--- src/include/ccp_pkg.sv ---
// Package: constants and carriers for the CAN config and transmit priority block
package ccp_pkg;
  localparam int NBUF = 3;
  localparam int NACC = 8;
  // ************************************************************
  // Register byte offsets
  // ************************************************************
  localparam logic [7:0] OFS_CTL0   = 8'h00;
  localparam logic [7:0] OFS_CTL1   = 8'h04;
  localparam logic [7:0] OFS_BTR0   = 8'h08;
  localparam logic [7:0] OFS_BTR1   = 8'h0C;
  localparam logic [7:0] OFS_IDAC   = 8'h10;
  localparam logic [7:0] OFS_TBSEL  = 8'h14;
  localparam logic [7:0] OFS_TX_BUFFER_LOCAL_PRIORITY   = 8'h18;
  localparam logic [7:0] OFS_TFLG   = 8'h1C;
  localparam logic [7:0] OFS_ERRCNT = 8'h20;
  localparam logic [7:0] OFS_TSTX   = 8'h24;
  localparam logic [7:0] OFS_TSRX   = 8'h28;
  localparam logic [7:0] OFS_DLC    = 8'h2C;
  localparam logic [7:0] OFS_IRQST  = 8'h30;
  localparam logic [7:0] OFS_IRQMSK = 8'h34;
  localparam logic [7:0] OFS_ARB    = 8'h38;
  localparam logic [7:0] OFS_IDAR   = 8'h40;
  localparam logic [7:0] OFS_IDMR   = 8'h60;
  // ************************************************************
  // Field positions and reset values
  // ************************************************************
  localparam int B_INIT_REQUEST_BIT = 0;
  localparam int B_SLEEP_REQUEST_BIT  = 1;
  localparam int B_WAKEUP_ENABLE_BIT   = 2;
  localparam int B_TIME   = 3;
  localparam int B_INIT_ACK_FLAG = 0;
  localparam int B_SLEEP_ACK_FLAG  = 1;
  localparam int B_CLOCK_SOURCE_SELECT = 6;
  localparam int B_ENABLE = 7;
  localparam int SJW_HI   = 7;
  localparam int SJW_LO   = 6;
  localparam int BRP_HI   = 5;
  localparam int IRQ_TXDONE = 0;
  localparam int IRQ_INIT   = 1;
  localparam int IRQ_SLEEP  = 2;
  localparam int IRQ_WAKE   = 3;
  localparam int NIRQ       = 4;
  localparam logic [7:0] CTL0_RST  = 8'h01;
  localparam logic [7:0] CTL0_WMSK = 8'h0F;
  localparam logic [3:0] DLC_MAX   = 4'h8;
  // ************************************************************
  // Carriers between this block and the protocol engine
  // ************************************************************
  typedef struct packed {
    logic sof_pending;
    logic ack_seen;
    logic ack_is_tx;
    logic tx_done;
    logic bus_idle;
    logic bus_activity;
    logic tx_bit;
    logic osc_tick;
  } ccp_proto_in_t;
  typedef struct packed {
    logic       sel_valid;
    logic [1:0] sel_idx;
    logic [3:0] byte_count;
    logic [2:0] sjw_tq;
    logic       tq_tick;
    logic       ctl_enabled;
  } ccp_proto_out_t;
  // Codes above eight still carry eight data bytes
  function automatic logic [3:0] dlc_bytes(input logic [3:0] code);
    dlc_bytes = (code > DLC_MAX) ? DLC_MAX : code;
  endfunction : dlc_bytes
endpackage : ccp_pkg

--- src/design/ccp_quantum_gen.sv ---
// Time quantum tick generator with clock source choice
`timescale 1ns/100ps
`default_nettype none
module ccp_quantum_gen (
  input  wire logic       mclk,
  input  wire logic       rstn,
  input  wire logic       src_bus,
  input  wire logic       osc_tick,
  input  wire logic [5:0] prescale,
  output logic            tq_tick
);
  import ccp_pkg::*;
  logic [5:0] cnt_q;
  logic       src_ev;
  assign src_ev  = src_bus | osc_tick;
  assign tq_tick = src_ev & (cnt_q >= prescale);
  always_ff @(posedge mclk) begin
    if (!rstn) begin
      cnt_q <= 6'h00;
    end else if (tq_tick) begin
      cnt_q <= 6'h00;
    end else if (src_ev) begin
      cnt_q <= cnt_q + 6'h01;
    end
  end
endmodule : ccp_quantum_gen
`default_nettype wire

--- src/design/ccp_local_priority_field_arb.sv ---
// Local priority selection among pending transmit buffers
`timescale 1ns/100ps
`default_nettype none
module ccp_local_priority_field_arb (
  input  wire logic [ccp_pkg::NBUF-1:0]      pend,
  input  wire logic [ccp_pkg::NBUF-1:0][7:0] local_priority_field,
  output logic                               valid,
  output logic [1:0]                         idx
);
  import ccp_pkg::*;
  always_comb begin
    valid = 1'b0;
    idx   = 2'h0;
    // Strict compare keeps the lowest index on a tie
    for (int i = 0; i < NBUF; i++) begin
      if (pend[i] && (!valid || local_priority_field[i] < local_priority_field[idx])) begin
        valid = 1'b1;
        idx   = 2'(i);
      end
    end
  end
endmodule : ccp_local_priority_field_arb
`default_nettype wire

--- src/design/ccp_ctrl.sv ---
// CAN controller configuration lock, mode handshakes and transmit priority
//
// Local design decisions: the register addresses and the Avalon-MM register port.
`timescale 1ns/100ps
`default_nettype none
module ccp_ctrl (
  input  wire logic                   mclk,
  input  wire logic                   rstn,
  input  wire logic [7:0]             avs_address,
  input  wire logic                   avs_read,
  input  wire logic                   avs_write,
  input  wire logic [31:0]            avs_writedata,
  output logic [31:0]                 avs_readdata,
  output logic                        avs_waitrequest,
  input  wire ccp_pkg::ccp_proto_in_t proto_in,
  input  wire logic [7:0]             tec,
  input  wire logic [7:0]             rec,
  output ccp_pkg::ccp_proto_out_t     proto_out,
  output logic                        bus_transmit_pin,
  output logic                        irq
);
  import ccp_pkg::*;
  typedef enum logic [1:0] {MODE_RUN, MODE_INIT, MODE_SLEEP} ccp_mode_t;

  // ************************************************************
  // State
  // ************************************************************
  ccp_mode_t                  mode_q;
  logic [7:0]                 ctl0_q;
  logic                       en_q;
  logic                       en_locked_q;
  logic                       clock_source_select_q;
  logic [7:0]                 btr0_q;
  logic [7:0]                 btr1_q;
  logic [7:0]                 idac_q;
  logic [NACC-1:0][7:0]       idar_q;
  logic [NACC-1:0][7:0]       idmr_q;
  logic [1:0]                 tbsel_q;
  logic [NBUF-1:0][7:0]       local_priority_field_q;
  logic [NBUF-1:0][3:0]       dlc_q;
  logic [NBUF-1:0]            empty_q;
  logic [NBUF-1:0][15:0]      ts_tx_q;
  logic [15:0]                ts_rx_q;
  logic [15:0]                timer_q;
  logic [NIRQ-1:0]            irq_st_q;
  logic [NIRQ-1:0]            irq_msk_q;
  logic                       win_valid_q;
  logic [1:0]                 win_idx_q;
  logic                       ack_q;
  logic [31:0]                rdata_q;
  logic                       txpin_q;
  logic [31:0]                rd_d;
  logic [NIRQ-1:0]            ev;
  logic                       acc;
  logic                       wr_en;
  logic                       rd_done;
  logic                       init_mode;
  logic                       sel_ok;
  logic                       arb_valid;
  logic [1:0]                 arb_idx;
  logic                       tq_tick;
  logic                       wake;

  function automatic logic hit(input logic [7:0] a, input logic [7:0] ofs);
    hit = (a == ofs);
  endfunction : hit

  // ************************************************************
  // Bus slave: one wait cycle, then answer
  // ************************************************************
  assign acc             = avs_read | avs_write;
  assign avs_waitrequest = acc & ~ack_q;
  assign wr_en           = avs_write & ack_q;
  assign rd_done         = avs_read & ack_q;
  assign avs_readdata    = rdata_q;

  always_ff @(posedge mclk) begin
    if (!rstn) begin
      ack_q   <= 1'b0;
      rdata_q <= 32'h0000_0000;
    end else begin
      ack_q <= acc & ~ack_q;
      if (avs_read && !ack_q) begin
        rdata_q <= rd_d;
      end
    end
  end

  assign init_mode = ctl0_q[B_INIT_REQUEST_BIT] & (mode_q == MODE_INIT);
  assign sel_ok    = (tbsel_q < 2'(NBUF)) && empty_q[tbsel_q];
  assign wake      = (mode_q == MODE_SLEEP) & ctl0_q[B_WAKEUP_ENABLE_BIT] & proto_in.bus_activity;

  always_comb begin
    rd_d = 32'h0000_0000;
    case (1'b1)
      hit(avs_address, OFS_CTL0):   rd_d[7:0] = ctl0_q;
      hit(avs_address, OFS_CTL1): begin
        rd_d[B_ENABLE] = en_q;
        rd_d[B_CLOCK_SOURCE_SELECT] = clock_source_select_q;
        rd_d[B_SLEEP_ACK_FLAG]  = (mode_q == MODE_SLEEP);
        rd_d[B_INIT_ACK_FLAG] = (mode_q == MODE_INIT);
      end
      hit(avs_address, OFS_BTR0):   rd_d[7:0] = btr0_q;
      hit(avs_address, OFS_BTR1):   rd_d[7:0] = btr1_q;
      hit(avs_address, OFS_IDAC):   rd_d[7:0] = idac_q;
      hit(avs_address, OFS_TBSEL):  rd_d[1:0] = tbsel_q;
      hit(avs_address, OFS_TX_BUFFER_LOCAL_PRIORITY):   rd_d[7:0] = sel_ok ? local_priority_field_q[tbsel_q] : 8'h00;
      hit(avs_address, OFS_DLC):    rd_d[3:0] = sel_ok ? dlc_q[tbsel_q] : 4'h0;
      hit(avs_address, OFS_TFLG):   rd_d[NBUF-1:0] = empty_q;
      hit(avs_address, OFS_ERRCNT): rd_d[15:0] = {rec, tec};
      hit(avs_address, OFS_TSTX):
        rd_d[15:0] = (tbsel_q < 2'(NBUF)) ? ts_tx_q[tbsel_q] : 16'h0000;
      hit(avs_address, OFS_TSRX):   rd_d[15:0] = ts_rx_q;
      hit(avs_address, OFS_IRQST):  rd_d[NIRQ-1:0] = irq_st_q;
      hit(avs_address, OFS_IRQMSK): rd_d[NIRQ-1:0] = irq_msk_q;
      hit(avs_address, OFS_ARB):    rd_d[2:0] = {win_valid_q, win_idx_q};
      default: begin
        for (int i = 0; i < NACC; i++) begin
          if (hit(avs_address, OFS_IDAR + 8'(4 * i))) rd_d[7:0] = idar_q[i];
          if (hit(avs_address, OFS_IDMR + 8'(4 * i))) rd_d[7:0] = idmr_q[i];
        end
      end
    endcase
  end

  // ************************************************************
  // Mode handshakes
  // ************************************************************
  // Entry from run waits for an idle bus so a frame is never cut in half
  always_ff @(posedge mclk) begin
    if (!rstn) begin
      mode_q <= MODE_RUN;
    end else begin
      case (mode_q)
        MODE_RUN: begin
          if (ctl0_q[B_INIT_REQUEST_BIT] && proto_in.bus_idle) mode_q <= MODE_INIT;
          else if (ctl0_q[B_SLEEP_REQUEST_BIT] && proto_in.bus_idle) mode_q <= MODE_SLEEP;
        end
        MODE_INIT: if (!ctl0_q[B_INIT_REQUEST_BIT]) mode_q <= MODE_RUN;
        MODE_SLEEP: begin
          if (!ctl0_q[B_SLEEP_REQUEST_BIT] || wake) mode_q <= MODE_RUN;
          else if (ctl0_q[B_INIT_REQUEST_BIT]) mode_q <= MODE_INIT;
        end
        default: mode_q <= MODE_RUN;
      endcase
    end
  end

  always_ff @(posedge mclk) begin
    if (!rstn) begin
      ctl0_q <= CTL0_RST;
    end else if (wr_en && hit(avs_address, OFS_CTL0)) begin
      ctl0_q <= avs_writedata[7:0] & CTL0_WMSK;
    end else if (wake) begin
      ctl0_q[B_SLEEP_REQUEST_BIT] <= 1'b0;
    end
  end

  // ************************************************************
  // Locked configuration
  // ************************************************************
  always_ff @(posedge mclk) begin
    if (!rstn) begin
      btr0_q <= 8'h00;
      btr1_q <= 8'h00;
      idac_q <= 8'h00;
      idar_q <= '0;
      idmr_q <= '0;
      clock_source_select_q <= 1'b0;
    end else if (wr_en && init_mode) begin
      if (hit(avs_address, OFS_BTR0)) btr0_q <= avs_writedata[7:0];
      if (hit(avs_address, OFS_BTR1)) btr1_q <= avs_writedata[7:0];
      if (hit(avs_address, OFS_IDAC)) idac_q <= avs_writedata[7:0];
      if (hit(avs_address, OFS_CTL1)) clock_source_select_q <= avs_writedata[B_CLOCK_SOURCE_SELECT];
      for (int i = 0; i < NACC; i++) begin
        if (hit(avs_address, OFS_IDAR + 8'(4 * i))) idar_q[i] <= avs_writedata[7:0];
        if (hit(avs_address, OFS_IDMR + 8'(4 * i))) idmr_q[i] <= avs_writedata[7:0];
      end
    end
  end

  // Enable takes its first write in init mode only, so a stray store cannot switch it off
  always_ff @(posedge mclk) begin
    if (!rstn) begin
      en_q        <= 1'b0;
      en_locked_q <= 1'b0;
    end else if (wr_en && init_mode && hit(avs_address, OFS_CTL1) && !en_locked_q) begin
      en_q        <= avs_writedata[B_ENABLE];
      en_locked_q <= 1'b1;
    end
  end

  // ************************************************************
  // Transmit buffers and selection
  // ************************************************************
  always_ff @(posedge mclk) begin
    if (!rstn) begin
      tbsel_q <= 2'h0;
      local_priority_field_q  <= '0;
      dlc_q   <= '0;
    end else if (wr_en) begin
      if (hit(avs_address, OFS_TBSEL)) tbsel_q <= avs_writedata[1:0];
      if (hit(avs_address, OFS_TX_BUFFER_LOCAL_PRIORITY) && sel_ok) local_priority_field_q[tbsel_q] <= avs_writedata[7:0];
      if (hit(avs_address, OFS_DLC) && sel_ok) dlc_q[tbsel_q] <= avs_writedata[3:0];
    end
  end

  // A finishing transmission sets its flag even against a same-cycle queue write
  always_ff @(posedge mclk) begin
    if (!rstn) begin
      empty_q <= '1;
    end else begin
      for (int i = 0; i < NBUF; i++) begin
        if (proto_in.tx_done && win_valid_q && win_idx_q == 2'(i)) empty_q[i] <= 1'b1;
        else if (wr_en && hit(avs_address, OFS_TFLG) && avs_writedata[i]) empty_q[i] <= 1'b0;
      end
    end
  end

  ccp_local_priority_field_arb u_arb (
    .pend  (~empty_q),
    .local_priority_field  (local_priority_field_q),
    .valid (arb_valid),
    .idx   (arb_idx)
  );

  always_ff @(posedge mclk) begin
    if (!rstn) begin
      win_valid_q <= 1'b0;
      win_idx_q   <= 2'h0;
    end else if (proto_in.sof_pending) begin
      win_valid_q <= arb_valid;
      win_idx_q   <= arb_idx;
    end else if (proto_in.tx_done) begin
      win_valid_q <= 1'b0;
    end
  end

  // ************************************************************
  // Quantum clock, timer and time stamps
  // ************************************************************
  ccp_quantum_gen u_tq (
    .mclk     (mclk),
    .rstn     (rstn),
    .src_bus  (clock_source_select_q),
    .osc_tick (proto_in.osc_tick),
    .prescale (btr0_q[BRP_HI:0]),
    .tq_tick  (tq_tick)
  );

  always_ff @(posedge mclk) begin
    if (!rstn) begin
      timer_q <= 16'h0000;
    end else if (tq_tick) begin
      timer_q <= timer_q + 16'h0001;
    end
  end

  always_ff @(posedge mclk) begin
    if (!rstn) begin
      ts_tx_q <= '0;
      ts_rx_q <= 16'h0000;
    end else if (proto_in.ack_seen && ctl0_q[B_TIME]) begin
      if (!proto_in.ack_is_tx) ts_rx_q <= timer_q;
      else if (win_valid_q) ts_tx_q[win_idx_q] <= timer_q;
    end
  end

  // ************************************************************
  // Interrupts: sticky, cleared by reading, new events win
  // ************************************************************
  assign ev[IRQ_TXDONE] = proto_in.tx_done & win_valid_q;
  assign ev[IRQ_INIT]   = (mode_q != MODE_INIT) & ctl0_q[B_INIT_REQUEST_BIT] & proto_in.bus_idle;
  assign ev[IRQ_SLEEP]  = (mode_q == MODE_RUN) & ~ctl0_q[B_INIT_REQUEST_BIT] & ctl0_q[B_SLEEP_REQUEST_BIT]
                        & proto_in.bus_idle;
  assign ev[IRQ_WAKE]   = wake;

  always_ff @(posedge mclk) begin
    if (!rstn) begin
      irq_st_q  <= '0;
      irq_msk_q <= '0;
    end else begin
      if (rd_done && hit(avs_address, OFS_IRQST)) irq_st_q <= (irq_st_q & ~rdata_q[NIRQ-1:0]) | ev;
      else irq_st_q <= irq_st_q | ev;
      if (wr_en && hit(avs_address, OFS_IRQMSK)) irq_msk_q <= avs_writedata[NIRQ-1:0];
    end
  end
  assign irq = |(irq_st_q & irq_msk_q);

  // ************************************************************
  // Pin and engine outputs
  // ************************************************************
  always_ff @(posedge mclk) begin
    if (!rstn) begin
      txpin_q <= 1'b1;
    end else begin
      txpin_q <= (ctl0_q[B_INIT_REQUEST_BIT] || mode_q != MODE_RUN || !en_q) ? 1'b1 : proto_in.tx_bit;
    end
  end
  assign bus_transmit_pin      = txpin_q;
  assign proto_out.sel_valid   = win_valid_q;
  assign proto_out.sel_idx     = win_idx_q;
  assign proto_out.byte_count  = dlc_bytes(dlc_q[win_idx_q]);
  assign proto_out.sjw_tq      = {1'b0, btr0_q[SJW_HI:SJW_LO]} + 3'h1;
  assign proto_out.tq_tick     = tq_tick;
  assign proto_out.ctl_enabled = en_q;
endmodule : ccp_ctrl
`default_nettype wire

--- config.mk ---
export PLATFORM = sky130hd
export DESIGN_NAME = ccp_ctrl
export DESIGN_NICKNAME = d
export VERILOG_FILES = /design/src/include/ccp_pkg.sv /design/src/design/ccp_quantum_gen.sv /design/src/design/ccp_local_priority_field_arb.sv /design/src/design/ccp_ctrl.sv
export SDC_FILE = /design/constraint.sdc
export NUM_CORES = 1
export LEC_CHECK = 0
export BUFFER_PORTS_ARGS = -buffer_cell sky130_fd_sc_hd__buf_2
export CAP_MARGIN = 20
export CORE_UTILIZATION = 55
export DETAILED_ROUTE_END_ITERATION = 8
export PLACE_DENSITY = 0.8
export SYNTH_ARGS = -nofsm -noshare
export SYNTH_HDL_FRONTEND = slang
export SYNTH_SLANG_ARGS = --single-unit
--- constraint.sdc ---
create_clock -name mclk -period 4.4 [get_ports mclk]
set_input_delay 0.66 -clock mclk [delete_from_list [all_inputs] [get_ports mclk]]
set_output_delay 0.66 -clock mclk [all_outputs]
set_load 0.01 [all_outputs]
==> summary.txt, run 1 <==
Cells and area
  • Layout area overhead: 9.59%
  • # fillers: around 2,400
  • Share of cells above drive strength 1: 10.8%
  • FF/Latch Area: 0.00635 mm^2
  • Area of the multi-input gates: between 0.008 and 0.009 mm^2
  • Final Util: about three fifths
  • Nets: ~2,100
  • Finished Layout Cells: around 2,400

STA
  • Setup tns final: 0 ns
  • Period minus WS final: around 3.5 ns
  • Hold Fails Final Rpt: 0
  • Slew Viols, Final: 0
  • Worst-margin pin slew: ~1.1 ns
  • RSZ-0062 raised after global routing: false
  • Final worst path period share: between 70% and 80%
  • Number of setup violations in the final report: 0
  • Max Clk Rate: approximately 0.29 GHz
  • Worst Hold Slack: ~0.34 ns
  • Setup Skew: ~0.014 ns
  • Slew margin rel.: between 20% and 30%

Pwr
  • Cell leakage power: 6.11 nW
  • Pwr Total: ~6.1 mW
  • PwrDens: around 350 mW/mm^2
  • Peak VDD IR: roughly 0.00025 V

Detailed routing
  • Routed WL: 48,400 um
  • DRC violation total after the first TritonRoute iteration: 1,418
  • DRC Markers: 0
  • DR vias: about 15,000
  • Vias per Instance: between 6 and 7
  • WL per Instance: approximately 20 um
  • Pre-Repair DR Iteration Count: 9
  • Final ANT Viol Nets: 0

Place
  • Port buffer count: between 70 and 80
  • Hpwl dp: ~32,000 um
  • Placed cell count: between 2,000 and 2,500
  • Gp weighted congestion: between 0.9 and 1

Setup path
  • CP max-delay cell: nand2_1
  • Max FO, Critical Path: 15
  • Kind of critical path: reg2reg
  • Startpoint types: flip-flop
  • Crit end category: flip-flop
  • CP peak stage delay: 0.44 ns
  • CP Cell Sequence: inv_1, ha_1, nor4_1, o221ai_1, nand2_1, nor2_1, a21oi_1, ha_1, a21o_1, a211o_1, or3_1, o21ai_0, o21ai_0, a21oi_1
  • Crit path required time: about 4.8 ns
  • Arr. time, crit path: 3.90 ns

Yosys
  • Main flop type after synthesis: dfxtp_1
  • Netlist Area Pre-Place: 0.0158 mm^2
  • Syn_area_per_cell: a little under 8 um^2
  • Post-synth cell types: 84
  • Post-synth EDFFs: 0
  • Async SR Flop Fraction: 0%
  • Cell count after synthesis: roughly 2,000
  • #FFs+latches synth: approximately 320
  • Post-synthesis sequential area ratio: between 40% and 50%
  • Yosys warnings: 0

Status
  • Outcome: completed

Clock network
  • Setup bufs post-CTS: 0
  • Cts repair resizes: 0
  • CTS Buf Count: 36
  • Hold-fix buffers at CTS: 0
  • H-Tree Depth: 2
  • Reg clk slew, reported paths: approximately 0.06 ns
  • TritonCTS sink count: between 300 and 400
  • CTS Root Buffer Type: clkbuf_16
  • TritonCTS clock tree: yes
  • Max clock buf depth: 3
  • Clock latency on the worst-skew pair: 0.52 ns

Hold path
  • Min-Delay Path Class: in2reg

Floorplan
  • Full die area: between 0.02 and 0.03 mm^2
  • Initial Util: a little under three fifths
  • Number of I/O pins: ~120
  • Row cnt: 61
  • Area of the core: around 0.028 mm^2
  • Die height: around 170 um
  • Die X: between 150 and 200 um

Run
  • Max cap viols: 0

Global route
  • First-pass GRT wire length: around 75,000 um
  • Initial antenna violation count: 2
  • Total gr overflow: 0
  • Vias in the first global route: approximately 14,000
  • GRT Util Overall: ~32%
  • Largest net degree at the start of global routing: between 200 and 250
-- synth_stat cells (all sizes together), types with 29 or more instances --
cell    number  area, um^2
o22ai       29         181
inv         33         124
nand2      366        1370
buf         74         444
nor3        37         264
mux2i      141        1410
nand3       87         445
clkbuf      96         360
a21oi      255        1280
o21ai       58         290
dfxtp      317        6350
nor2       211         820
-- cell type report --
type | count | share of cell area, %
sequential | 317 | 36.6
multi-input combinational | 1485 | 49.7
inverter | 34 | 0.780
antenna | 2 | 0.0289
tap | 378 | 2.73
clock buffer | 48 | 5.93
timing repair buffer | 108 | 3.73
clock inverter | 13 | 0.469
-- worst max-delay path: cells and delay by family (launching register included) --
family / cells / cell delay [ns]
simple gates: 4 / 1.20
buf+inv: 1 / 0.07
compound gates: 7 / 1.29
fa+ha+maj: 2 / 0.47
flops: 1 / 0.36
-- path summary, 6_finish.rpt --
| path | end | cells after the start | slack (ns) | start |
|---|---|---|---|---|
| hold reg to reg | idar_q[30]$_SDFFE_PN0P_ | 2 | 0.45 | idar_q[30]$_SDFFE_PN0P_ |
| hold / removal | bus_transmit_pin$_SDFF_PP1_ | 2 | 0.34 | proto_in[1] |
| setup reg to reg | win_idx_q[1]$_SDFFE_PN0P_ | 14 | 0.93 | local_priority_field_q[6]$_SDFFE_PN0P_ |
| setup / recovery | win_idx_q[1]$_SDFFE_PN0P_ | 14 | 0.93 | local_priority_field_q[6]$_SDFFE_PN0P_ |
-- layout by cell type, fill, tap and decap left out, types with 6 or more instances in the layout --
master,netlist,routed
nand2_1,366,366
dfxtp_1,317,316
a21oi_1,255,255
nor2_1,202,201
mux2i_1,141,141
nand3_1,85,85
buf_2,40,74
o21ai_0,49,49
clkbuf_16,0,37
buf_4,31,33
inv_1,32,32
o22ai_1,29,29
nor3_1,25,25
ha_1,23,23
a221oi_1,21,21
conb_1,1,16
a22oi_1,15,15
a2bb2oi_1,13,13
a211oi_1,12,12
nand2b_1,11,11
nor2b_1,11,11
or3_1,11,11
nand4_1,11,11
a31oi_1,11,11
nor2_2,8,9
o31ai_1,9,9
nor3_2,9,9
o21ai_1,9,9
xnor2_1,8,8
clkinv_2,0,8
o221ai_1,7,7
mux2_2,7,7
o211ai_1,7,7
o2111ai_1,6,6
clkbuf_8,0,6
-- through the flow --
stage	area, um^2	setup WS [ns]
final	17300	0.927
after global routing	17300	0.636
after CTS	17300	0.987
after detailed placement	16200	1.06
after global placement	16200	1.14
after floorplan	15900	1.42
-- state kept, by name (all words and copies together), names as in the netlist, 6 cells and up --
| register | flops |
|---|---|
| avs_readdata | 16 |
| btr1_q | 8 |
| idmr_q | 64 |
| dlc_q | 12 |
| local_priority_field_q | 24 |
| btr0_q | 8 |
| timer_q | 16 |
| idac_q | 8 |
| ts_rx_q | 16 |
| ts_tx_q | 48 |
| idar_q | 64 |
| u_tq.cnt_q | 6 |
-- cell families (layout without fill, tap and decap cells) --
group           Yosys count  after routing  synth area share (%)
buf+inv                 204            203                  5.90
flops                   317            317                  40.1
xor+xnor                 13             13                 0.720
simple gates            796            796                  23.1
compound gates          487            487                  18.6
mux                     150            150                  9.71
fa+ha+maj                23             23                  1.82
other cells               1             18                0.0237
-- where the power goes --
group	switching (mW)	internal [mW]
clock	1.20	1.64
sequential	0.0135	2.88
combinational	0.252	0.0836
-- metal layers --
| layer | routed length (um) | GRT usage (%) |
|---|---|---|
| met1 | 19000 | 41.1 |
| met3 | 4450 | 5.80 |
| met4 | 2550 | 17.3 |
| met5 | 13 | 0 |
| met2 | 22300 | 52.6 |
Note: power is estimated with default switching activity, not from simulation.
==> run 2, diff against run 1 <==
- ABC_AREA: not set -> 1
- clock period: 4.4 -> 3.4 ns (I/O delays scaled with it)
==> summary.txt, run 2 <==
Status
  • Outcome: completed (unchanged)

Yosys
  • Synth area leaders: dfxtp_1 (44%), o21ai_0 (11%), a21oi_1 (9.5%), nor2_1 (7.3%), nand2_1 (6.7%) (was dfxtp_1 (40%), mux2i_1 (8.9%), nand2_1 (8.7%), a21oi_1 (8.1%), nor2_1 (4.8%))
  • Synth Area in Compound Gates: 24.3% (was 18.6%)
  • Post-synthesis sequential area ratio: 43.9% (was 40.1%)
  • Post-synthesis mux area share: 0% (was 9.71%)
  • Synth Area in Simple Gates: 20.8% (was 23.1%)
  • Post-synth cell types: 56 (was 84)
  • Main flop type after synthesis: dfxtp_1 (unchanged)
  • Post-synthesis adder-cell area fraction: 1.99% (was 1.82%)
  • Post-synthesis xor/xnor area fraction: 0.242% (was 0.720%)
  • Yosys warnings: 0 (unchanged)
  • Cell count after synthesis: 2,011 (was 1,991)
  • Top-count cell post-synth: dfxtp_1 (was nand2_1)
  • Netlist Area Pre-Place: 0.0145 mm^2 (was 0.0158 mm^2)
  • Commonest cells post-synth: dfxtp_1 (317), o21ai_0 (306), nor2_1 (281) (was nand2_1 (366), dfxtp_1 (317), a21oi_1 (255))
  • Async SR Flop Fraction: 0% (unchanged)
  • #FFs+latches synth: 317 (unchanged)
  • Largest family of logic cells by synthesized area: compound AO/OA/AOI/OAI gates (was simple AND/OR/NAND/NOR gates)
  • Synth top area share: 43.9% (was 40.1%)
  • Post-synth EDFFs: 0 (unchanged)
  • Syn_area_per_cell: 7.19 um^2 (was 7.94 um^2)
  • Yosys top cell by area: dfxtp_1 (unchanged)

STA
  • Max Clk Rate: 0.320 GHz (was 0.288 GHz)
  • Slew margin rel.: 48.8% (was 27.3%)
  • RSZ-0062 raised after global routing: false (unchanged)
  • Final worst setup slack: 0.280 ns (was 0.927 ns)
  • Setup Skew: 0.0141 ns (about the same)
  • Hold Fails Final Rpt: 0 (unchanged)
  • Period minus WS final: 3.12 ns (was 3.47 ns)
  • Slew Viols, Final: 0 (unchanged)
  • Worst-margin pin slew: 0.768 ns (was 1.09 ns)
  • Setup tns final: 0 ns (unchanged)
  • Number of setup violations in the final report: 0 (unchanged)
  • Final worst path period share: 91.8% (was 78.9%)
  • Worst Hold Slack: 0.228 ns (was 0.341 ns)

Global route
  • First-pass GRT wire length: 66,500 um (was 75,200 um)
  • GRT Util Overall: 30.9% (was 32.5%)
  • Initial antenna violation count: 1 (was 2)
  • Largest net degree at the start of global routing: 122 (was 207)
  • Vias in the first global route: 13,200 (was 14,100)
  • Total gr overflow: 0 (unchanged)

Clock network
  • Reg clk slew, reported paths: 0.06 ns (about the same)
  • TritonCTS sink count: 317 (unchanged)
  • H-Tree Depth: 2 (unchanged)
  • TritonCTS clock tree: yes (unchanged)
  • CTS Root Buffer Type: clkbuf_16 (unchanged)
  • CTS Buf Count: 35 (was 36)
  • Max clock buf depth: 3 (unchanged)
  • Clock latency on the worst-skew pair: 0.52 ns (about the same)
  • Hold-fix buffers at CTS: 0 (unchanged)

Cells and area
  • Share of cells above drive strength 1: 11.7% (was 10.8%)
  • Nets: 2,166 (was 2,073)
  • Commonest cells after routing, fill and taps aside: dfxtp_1 (317), o21ai_0 (305), nor2_1 (281) (was nand2_1 (366), dfxtp_1 (316), a21oi_1 (255))
  • Commonest non-fill, non-tap cell in the layout: dfxtp_1 (was nand2_1)
  • Layout area overhead: 12.8% (was 9.59%)
  • # fillers: 2,162 (was 2,425)
  • Largest regs: idar_q x64, idmr_q x64, ts_tx_q x48 (unchanged)
  • Final Util: 64.0% (was 61.9%)

Floorplan
  • Row cnt: 58 (was 61)
  • Area of the core: 0.0255 mm^2 (was 0.0280 mm^2)
  • Die height: 164 um (was 172 um)
  • Die X: 164 um (was 172 um)
  • Number of I/O pins: 115 (unchanged)
  • Initial Util: 56.8% (was 56.4%)
  • Full die area: 0.0269 mm^2 (was 0.0294 mm^2)

Place
  • Hpwl dp: 28,000 um (was 32,300 um)
  • Port buffer count: 74 (unchanged)
  • Pre-CTS setup slack: 0.237 ns (was 1.06 ns)
  • Gp weighted congestion: 0.915 (was 1.00)

Pwr
  • Peak VDD IR: 0.000466 V (was 0.000247 V)
  • Cell leakage power: 6.56 nW (was 6.11 nW)
  • PwrDens: 476 mW/mm^2 (was 350 mW/mm^2)

Detailed routing
  • DR vias: 14,200 (was 14,900)
  • Vias per Instance: 5.86 (was 6.27)
  • DRC violation total after the first TritonRoute iteration: 1,542 (was 1,418)
  • WL per Instance: 17.0 um (was 20.3 um)
  • DRC Markers: 0 (unchanged)
  • Final ANT Viol Nets: 0 (unchanged)
  • Routed WL: 41,400 um (was 48,400 um)
  • Pre-Repair DR Iteration Count: 6 (was 9)

Setup path
  • Kind of critical path: reg2reg (unchanged)
  • Crit end category: flip-flop (unchanged)
  • Arr. time, crit path: 3.51 ns (was 3.90 ns)
  • Worst Reg-to-Reg Cells: 20 (was 14)
  • Max FO, Critical Path: 16 (was 15)
  • Crit path required time: 3.79 ns (was 4.83 ns)
  • Startpoint types: flip-flop (unchanged)

Run
  • Max cap viols: 0 (unchanged)

Hold path
  • Hold depth: 2 (unchanged)
  • Min-Delay Path Class: in2reg (unchanged)
run 2: per-layer routing:
layer / vias up / GRT usage, % / wire length [um]
met5: - / 0 / 0
met4: 0 / 12.1 / 1330
met3: 120 / 4.97 / 3870
met2: 691 / 49.3 / 18900
met1: 6588 / 41.6 / 17200
li1: 6834 / - / -
run 2: logic make-up (layout without fill, tap and decap cells):
| logic type | count (synthesis) | count (layout) |
|---|---|---|
| buffers and inverters | 308 | 379 |
| other | 1 | 17 |
| AND/OR/NAND/NOR | 698 | 698 |
| flip-flops | 317 | 317 |
| adder cells (fa/ha/maj) | 23 | 23 |
| XOR/XNOR | 4 | 4 |
| AO/OA/AOI/OAI | 660 | 660 |
run 2: where the power goes:
part	total, mW	leakage, nW	internal, mW	switching [mW]
logic	0.308	3.44	0.0760	0.232
clock network	3.72	0.565	2.21	1.52
registers	3.74	2.55	3.73	0.0117
run 2: layout make-up:
class                      count  area (um^2)  area share, %
antenna                        1         2.50         0.0153
inverter                     201          759           4.66
tap                          330          413           2.53
clock inverter                11         97.6          0.599
timing repair buffer         119          739           4.54
sequential                   317         6350           38.9
multi-input combinational   1401         6910           42.4
clock buffer                  48         1040           6.35
run 2: timing repair:
| item | in CTS | in global routing |
|---|---|---|
| setup endpoints to repair | 0 | 2 |
| gates resized for setup | 0 | 3 |
| buffers inserted | 0 | 0 |
run 2: final timing paths:
path | start | endpoint | slack (ns)
setup / recovery | local_priority_field_q[1]$_SDFFE_PN0P_ | win_idx_q[0]$_SDFFE_PN0P_ | 0.28
hold reg to reg | idmr_q[4]$_SDFFE_PN0P_ | idmr_q[4]$_SDFFE_PN0P_ | 0.45
setup reg to reg | local_priority_field_q[1]$_SDFFE_PN0P_ | win_idx_q[0]$_SDFFE_PN0P_ | 0.28
hold / removal | proto_in[7] | win_idx_q[1]$_SDFFE_PN0P_ | 0.23
run 2: metrics by stage:
stage	instance area, um^2	power, mW	instances
after CTS	16300	7.78	2427
after global placement	15200	4.11	2368
after detailed placement	15200	4.11	2368
after global routing	16300	7.97	2428
after floorplan	14500	4.01	2026
final	16300	7.77	2428
run 2: critical path, cell delays in order, from the launching register on:
cell and delay [ns]:
dfxtp_1 0.35, inv_1 0.07, ha_1 0.26, o21ai_0 0.07, nand2_1 0.06, a21o_1 0.11, a21oi_1 0.06, o21ai_0 0.23
nand2_1 0.16, nand2_4 0.18, nand2_1 0.08, o21ai_1 0.15, ha_1 0.30, a21oi_1 0.14, nor2_1 0.05, a211oi_1 0.28
nand2_1 0.15, nand2_1 0.08, nand2_1 0.06, nand2_1 0.07, a21oi_1 0.06
==> run 3, diff against run 2 <==
- CORE_UTILIZATION: 55 -> 35
- CTS_BUF_LIST: not set -> sky130_fd_sc_hd__clkbuf_8
- PLACE_DENSITY: 0.8 -> 0.57
- SETUP_SLACK_MARGIN: not set -> 0.5
==> summary.txt, run 3 (synthesized netlist as in run 2, its figures left out) <==
Status
  • Outcome: completed (unchanged)

Floorplan
  • Initial Util: 35.4% (was 56.8%)
  • Die X: 205 um (was 164 um)
  • Full die area: 0.0421 mm^2 (was 0.0269 mm^2)
  • Die height: 205 um (was 164 um)
  • Row cnt: 74 (was 58)
  • Area of the core: 0.0408 mm^2 (was 0.0255 mm^2)
  • Number of I/O pins: 115 (unchanged)

Setup path
  • Max FO, Critical Path: 2 (was 16)
  • Crit path required time: 2.89 ns (was 3.79 ns)
  • Kind of critical path: reg2out (was reg2reg)
  • Startpoint types: flip-flop (unchanged)
  • Arr. time, crit path: 2.37 ns (was 3.51 ns)
  • Crit end category: primary output (was flip-flop)
  • Launching element of the worst setup path: btr0_q[1]$_SDFFE_PN0P_ (was local_priority_field_q[1]$_SDFFE_PN0P_)
  • Flop-to-flop setup slack: 0.60 ns (was 0.28 ns)
  • Worst reg2reg endpoint: win_idx_q[0]$_SDFFE_PN0P_ (unchanged)
  • Worst Setup EP: proto_out[1] (was win_idx_q[0]$_SDFFE_PN0P_)
  • Worst reg2reg path startpoint: local_priority_field_q[1]$_SDFFE_PN0P_ (unchanged)
  • Worst Reg-to-Reg Cells: 20 (unchanged)

Place
  • Hpwl dp: 31,000 um (was 28,000 um)
  • Port buffer count: 74 (unchanged)
  • Gp weighted congestion: 0.893 (was 0.915)
  • Placed cell area: 0.0155 mm^2 (was 0.0152 mm^2)
  • Placed cell count: 2,583 (was 2,368)

STA
  • Max Clk Rate: 0.347 GHz (was 0.320 GHz)
  • Period minus WS final: 2.88 ns (was 3.12 ns)
  • Worst-margin pin slew: 0.798 ns (was 0.768 ns)
  • Hold Fails Final Rpt: 0 (unchanged)
  • Slew Viols, Final: 0 (unchanged)
  • Setup Skew: 0.0304 ns (was 0.0141 ns)
  • Setup tns final: 0 ns (unchanged)
  • Slew margin rel.: 46.8% (was 48.8%)
  • RSZ-0062 raised after global routing: true (was false)
  • Number of setup violations in the final report: 0 (unchanged)
  • Final worst path period share: 84.7% (was 91.8%)

Pwr
  • PwrDens: 447 mW/mm^2 (was 476 mW/mm^2)
  • Clock share of power: 46.1% (was 47.9%)
  • Combinational power share: 4.5% (was 4.0%)
  • Seq pwr share: 49.4% (was 48.1%)
  • Cell leakage power: 6.81 nW (was 6.56 nW)
  • Sw frac: 24.3% (was 22.7%)
  • Psw: 1.84 mW (was 1.76 mW)
  • Cell Int Power: 5.73 mW (was 6.01 mW)
  • Peak VDD IR: 0.000295 V (was 0.000466 V)

Detailed routing
  • Final ANT Viol Nets: 0 (unchanged)
  • Wire length on met1: 20,800 um (was 17,200 um)
  • WL per Instance: 17.0 um (about the same)
  • Uppermost layer routed: met4 (unchanged)
  • Vias per Instance: 5.16 (was 5.86)
  • Metal3 WL: 2900 um (was 3870 um)
  • DRC violation total after the first TritonRoute iteration: 961 (was 1,542)
  • DRC Markers: 0 (unchanged)
  • Routed WL: 45,900 um (was 41,400 um)
  • DR vias: 13,900 (was 14,200)
  • Routed met2 length: 21,000 um (was 18,900 um)
  • Pre-Repair DR Iteration Count: 7 (was 6)

Cells and area
  • Share of cells above drive strength 1: 15.0% (was 11.7%)
  • Final Cell Area: 0.0169 mm^2 (was 0.0163 mm^2)
  • Finished Layout Cells: 2,697 (was 2,428)
  • Layout area overhead: 17.1% (was 12.8%)
  • N_diodes: 0 (was 1)
  • Commonest non-fill, non-tap cell in the layout: dfxtp_1 (unchanged)
  • Nets: 2,215 (was 2,166)
  • # fillers: 4,210 (was 2,162)
  • Commonest cells after routing, fill and taps aside: dfxtp_1 (311), o21ai_0 (300), nor2_1 (281) (was dfxtp_1 (317), o21ai_0 (305), nor2_1 (281))
  • Largest regs: idar_q x64, idmr_q x64, ts_tx_q x48 (unchanged)

Clock network
  • H-Tree Depth: 2 (unchanged)
  • CTS Root Buffer Type: clkbuf_8 (was clkbuf_16)
  • Reg clk slew, reported paths: 0.06 ns (about the same)
  • TritonCTS clock tree: yes (unchanged)
  • Max clock buf depth: 3 (unchanged)
  • TritonCTS sink count: 317 (unchanged)
  • CTS Buf Count: 54 (was 35)
  • Hold-fix buffers at CTS: 0 (unchanged)
  • Clock latency on the worst-skew pair: 0.61 ns (was 0.52 ns)

Global route
  • GRT Util Overall: 21.6% (was 30.9%)
  • Vias in the first global route: 13,100 (was 13,200)
  • Initial antenna violation count: 2 (was 1)
  • Largest net degree at the start of global routing: 97 (was 122)
  • First-pass GRT wire length: 71,400 um (was 66,500 um)
  • Total gr overflow: 0 (unchanged)

Hold path
  • Min-Delay Path Class: in2reg (unchanged)

Run
  • Max cap viols: 0 (unchanged)
run 3: power by group through the flow:
| stage | Sequential, mW | Combinational, mW | Clock, mW |
|---|---|---|---|
| 6_report | 3.74 | 0.341 | 3.49 |
| 5_1_grt | 3.74 | 0.368 | 3.76 |
| 3_5_place_dp | 3.82 | 0.320 | 0 |
| 4_1_cts | 3.74 | 0.329 | 3.58 |
| 2_1_floorplan | 3.82 | 0.198 | 0 |
| 3_3_place_gp | 3.82 | 0.316 | 0 |
run 3: worst min-delay path by stage:
stage / depth (start not counted) / end / startpoint
floorplan: 1 / bus_transmit_pin$_SDFF_PP1_ / en_q$_SDFFE_PN0P_
global placement: 2 / idmr_q[62]$_SDFFE_PN0P_ / idmr_q[62]$_SDFFE_PN0P_
detailed placement: 2 / ts_tx_q[15]$_SDFFE_PN0P_ / ts_tx_q[15]$_SDFFE_PN0P_
CTS: 3 / bus_transmit_pin$_SDFF_PP1_ / proto_in[1]
global route: 3 / bus_transmit_pin$_SDFF_PP1_ / proto_in[1]
finish: 2 / win_idx_q[1]$_SDFFE_PN0P_ / proto_in[7]
run 3: area by class of cell:
cell class,instances,area (um^2),share of cell area (%)
repair buffers,148,987,5.83
clock inverters,23,90.1,0.532
well taps,532,666,3.93
inverters,201,764,4.52
flip-flops and latches,317,6350,37.5
clock buffers,74,1020,6.02
multi-input cells,1402,7050,41.6
run 3: worst max-delay path: stages, from the launching register on:
cell and delay (ns):
dfxtp_2 0.32, inv_2 0.07, ha_4 0.19, a21boi_2 0.14, o21a_1 0.16, o21a_1 0.17
o21a_1 0.16, o21ai_1 0.12, nand2_1 0.10, nand2_4 0.09, buf_12 0.13, inv_6 0.03
buf_6 0.11
run 3: per-layer routing:
metal	track usage [%]	up-vias
met1	28.7	6454
li1	-	6943
met2	35.3	425
met4	6.90	0
met5	0	-
met3	3.72	84
run 3: timing repair:
| action | 4_1_cts | 5_1_grt |
|---|---|---|
| gates cloned | 0 | 1 |
| gates resized for setup | 15 | 34 |
| pin swaps | 8 | 25 |
| buffers inserted | 5 | 11 |
| setup endpoints to repair | 3 | 8 |
run 3: through the flow:
step | worst slack [ns] | util (%) | total power [mW] | hold slack [ns]
global route | 0.395 | 41.5 | 7.87 | 0.103
detailed placement | 0.209 | 38.0 | 4.14 | 0.443
floorplan | 0.809 | - | 4.01 | 0.407
CTS | 0.472 | 40.9 | 7.65 | 0.0718
finish | 0.519 | 41.5 | 7.57 | 0.114
global placement | 0.209 | 38.0 | 4.14 | 0.439
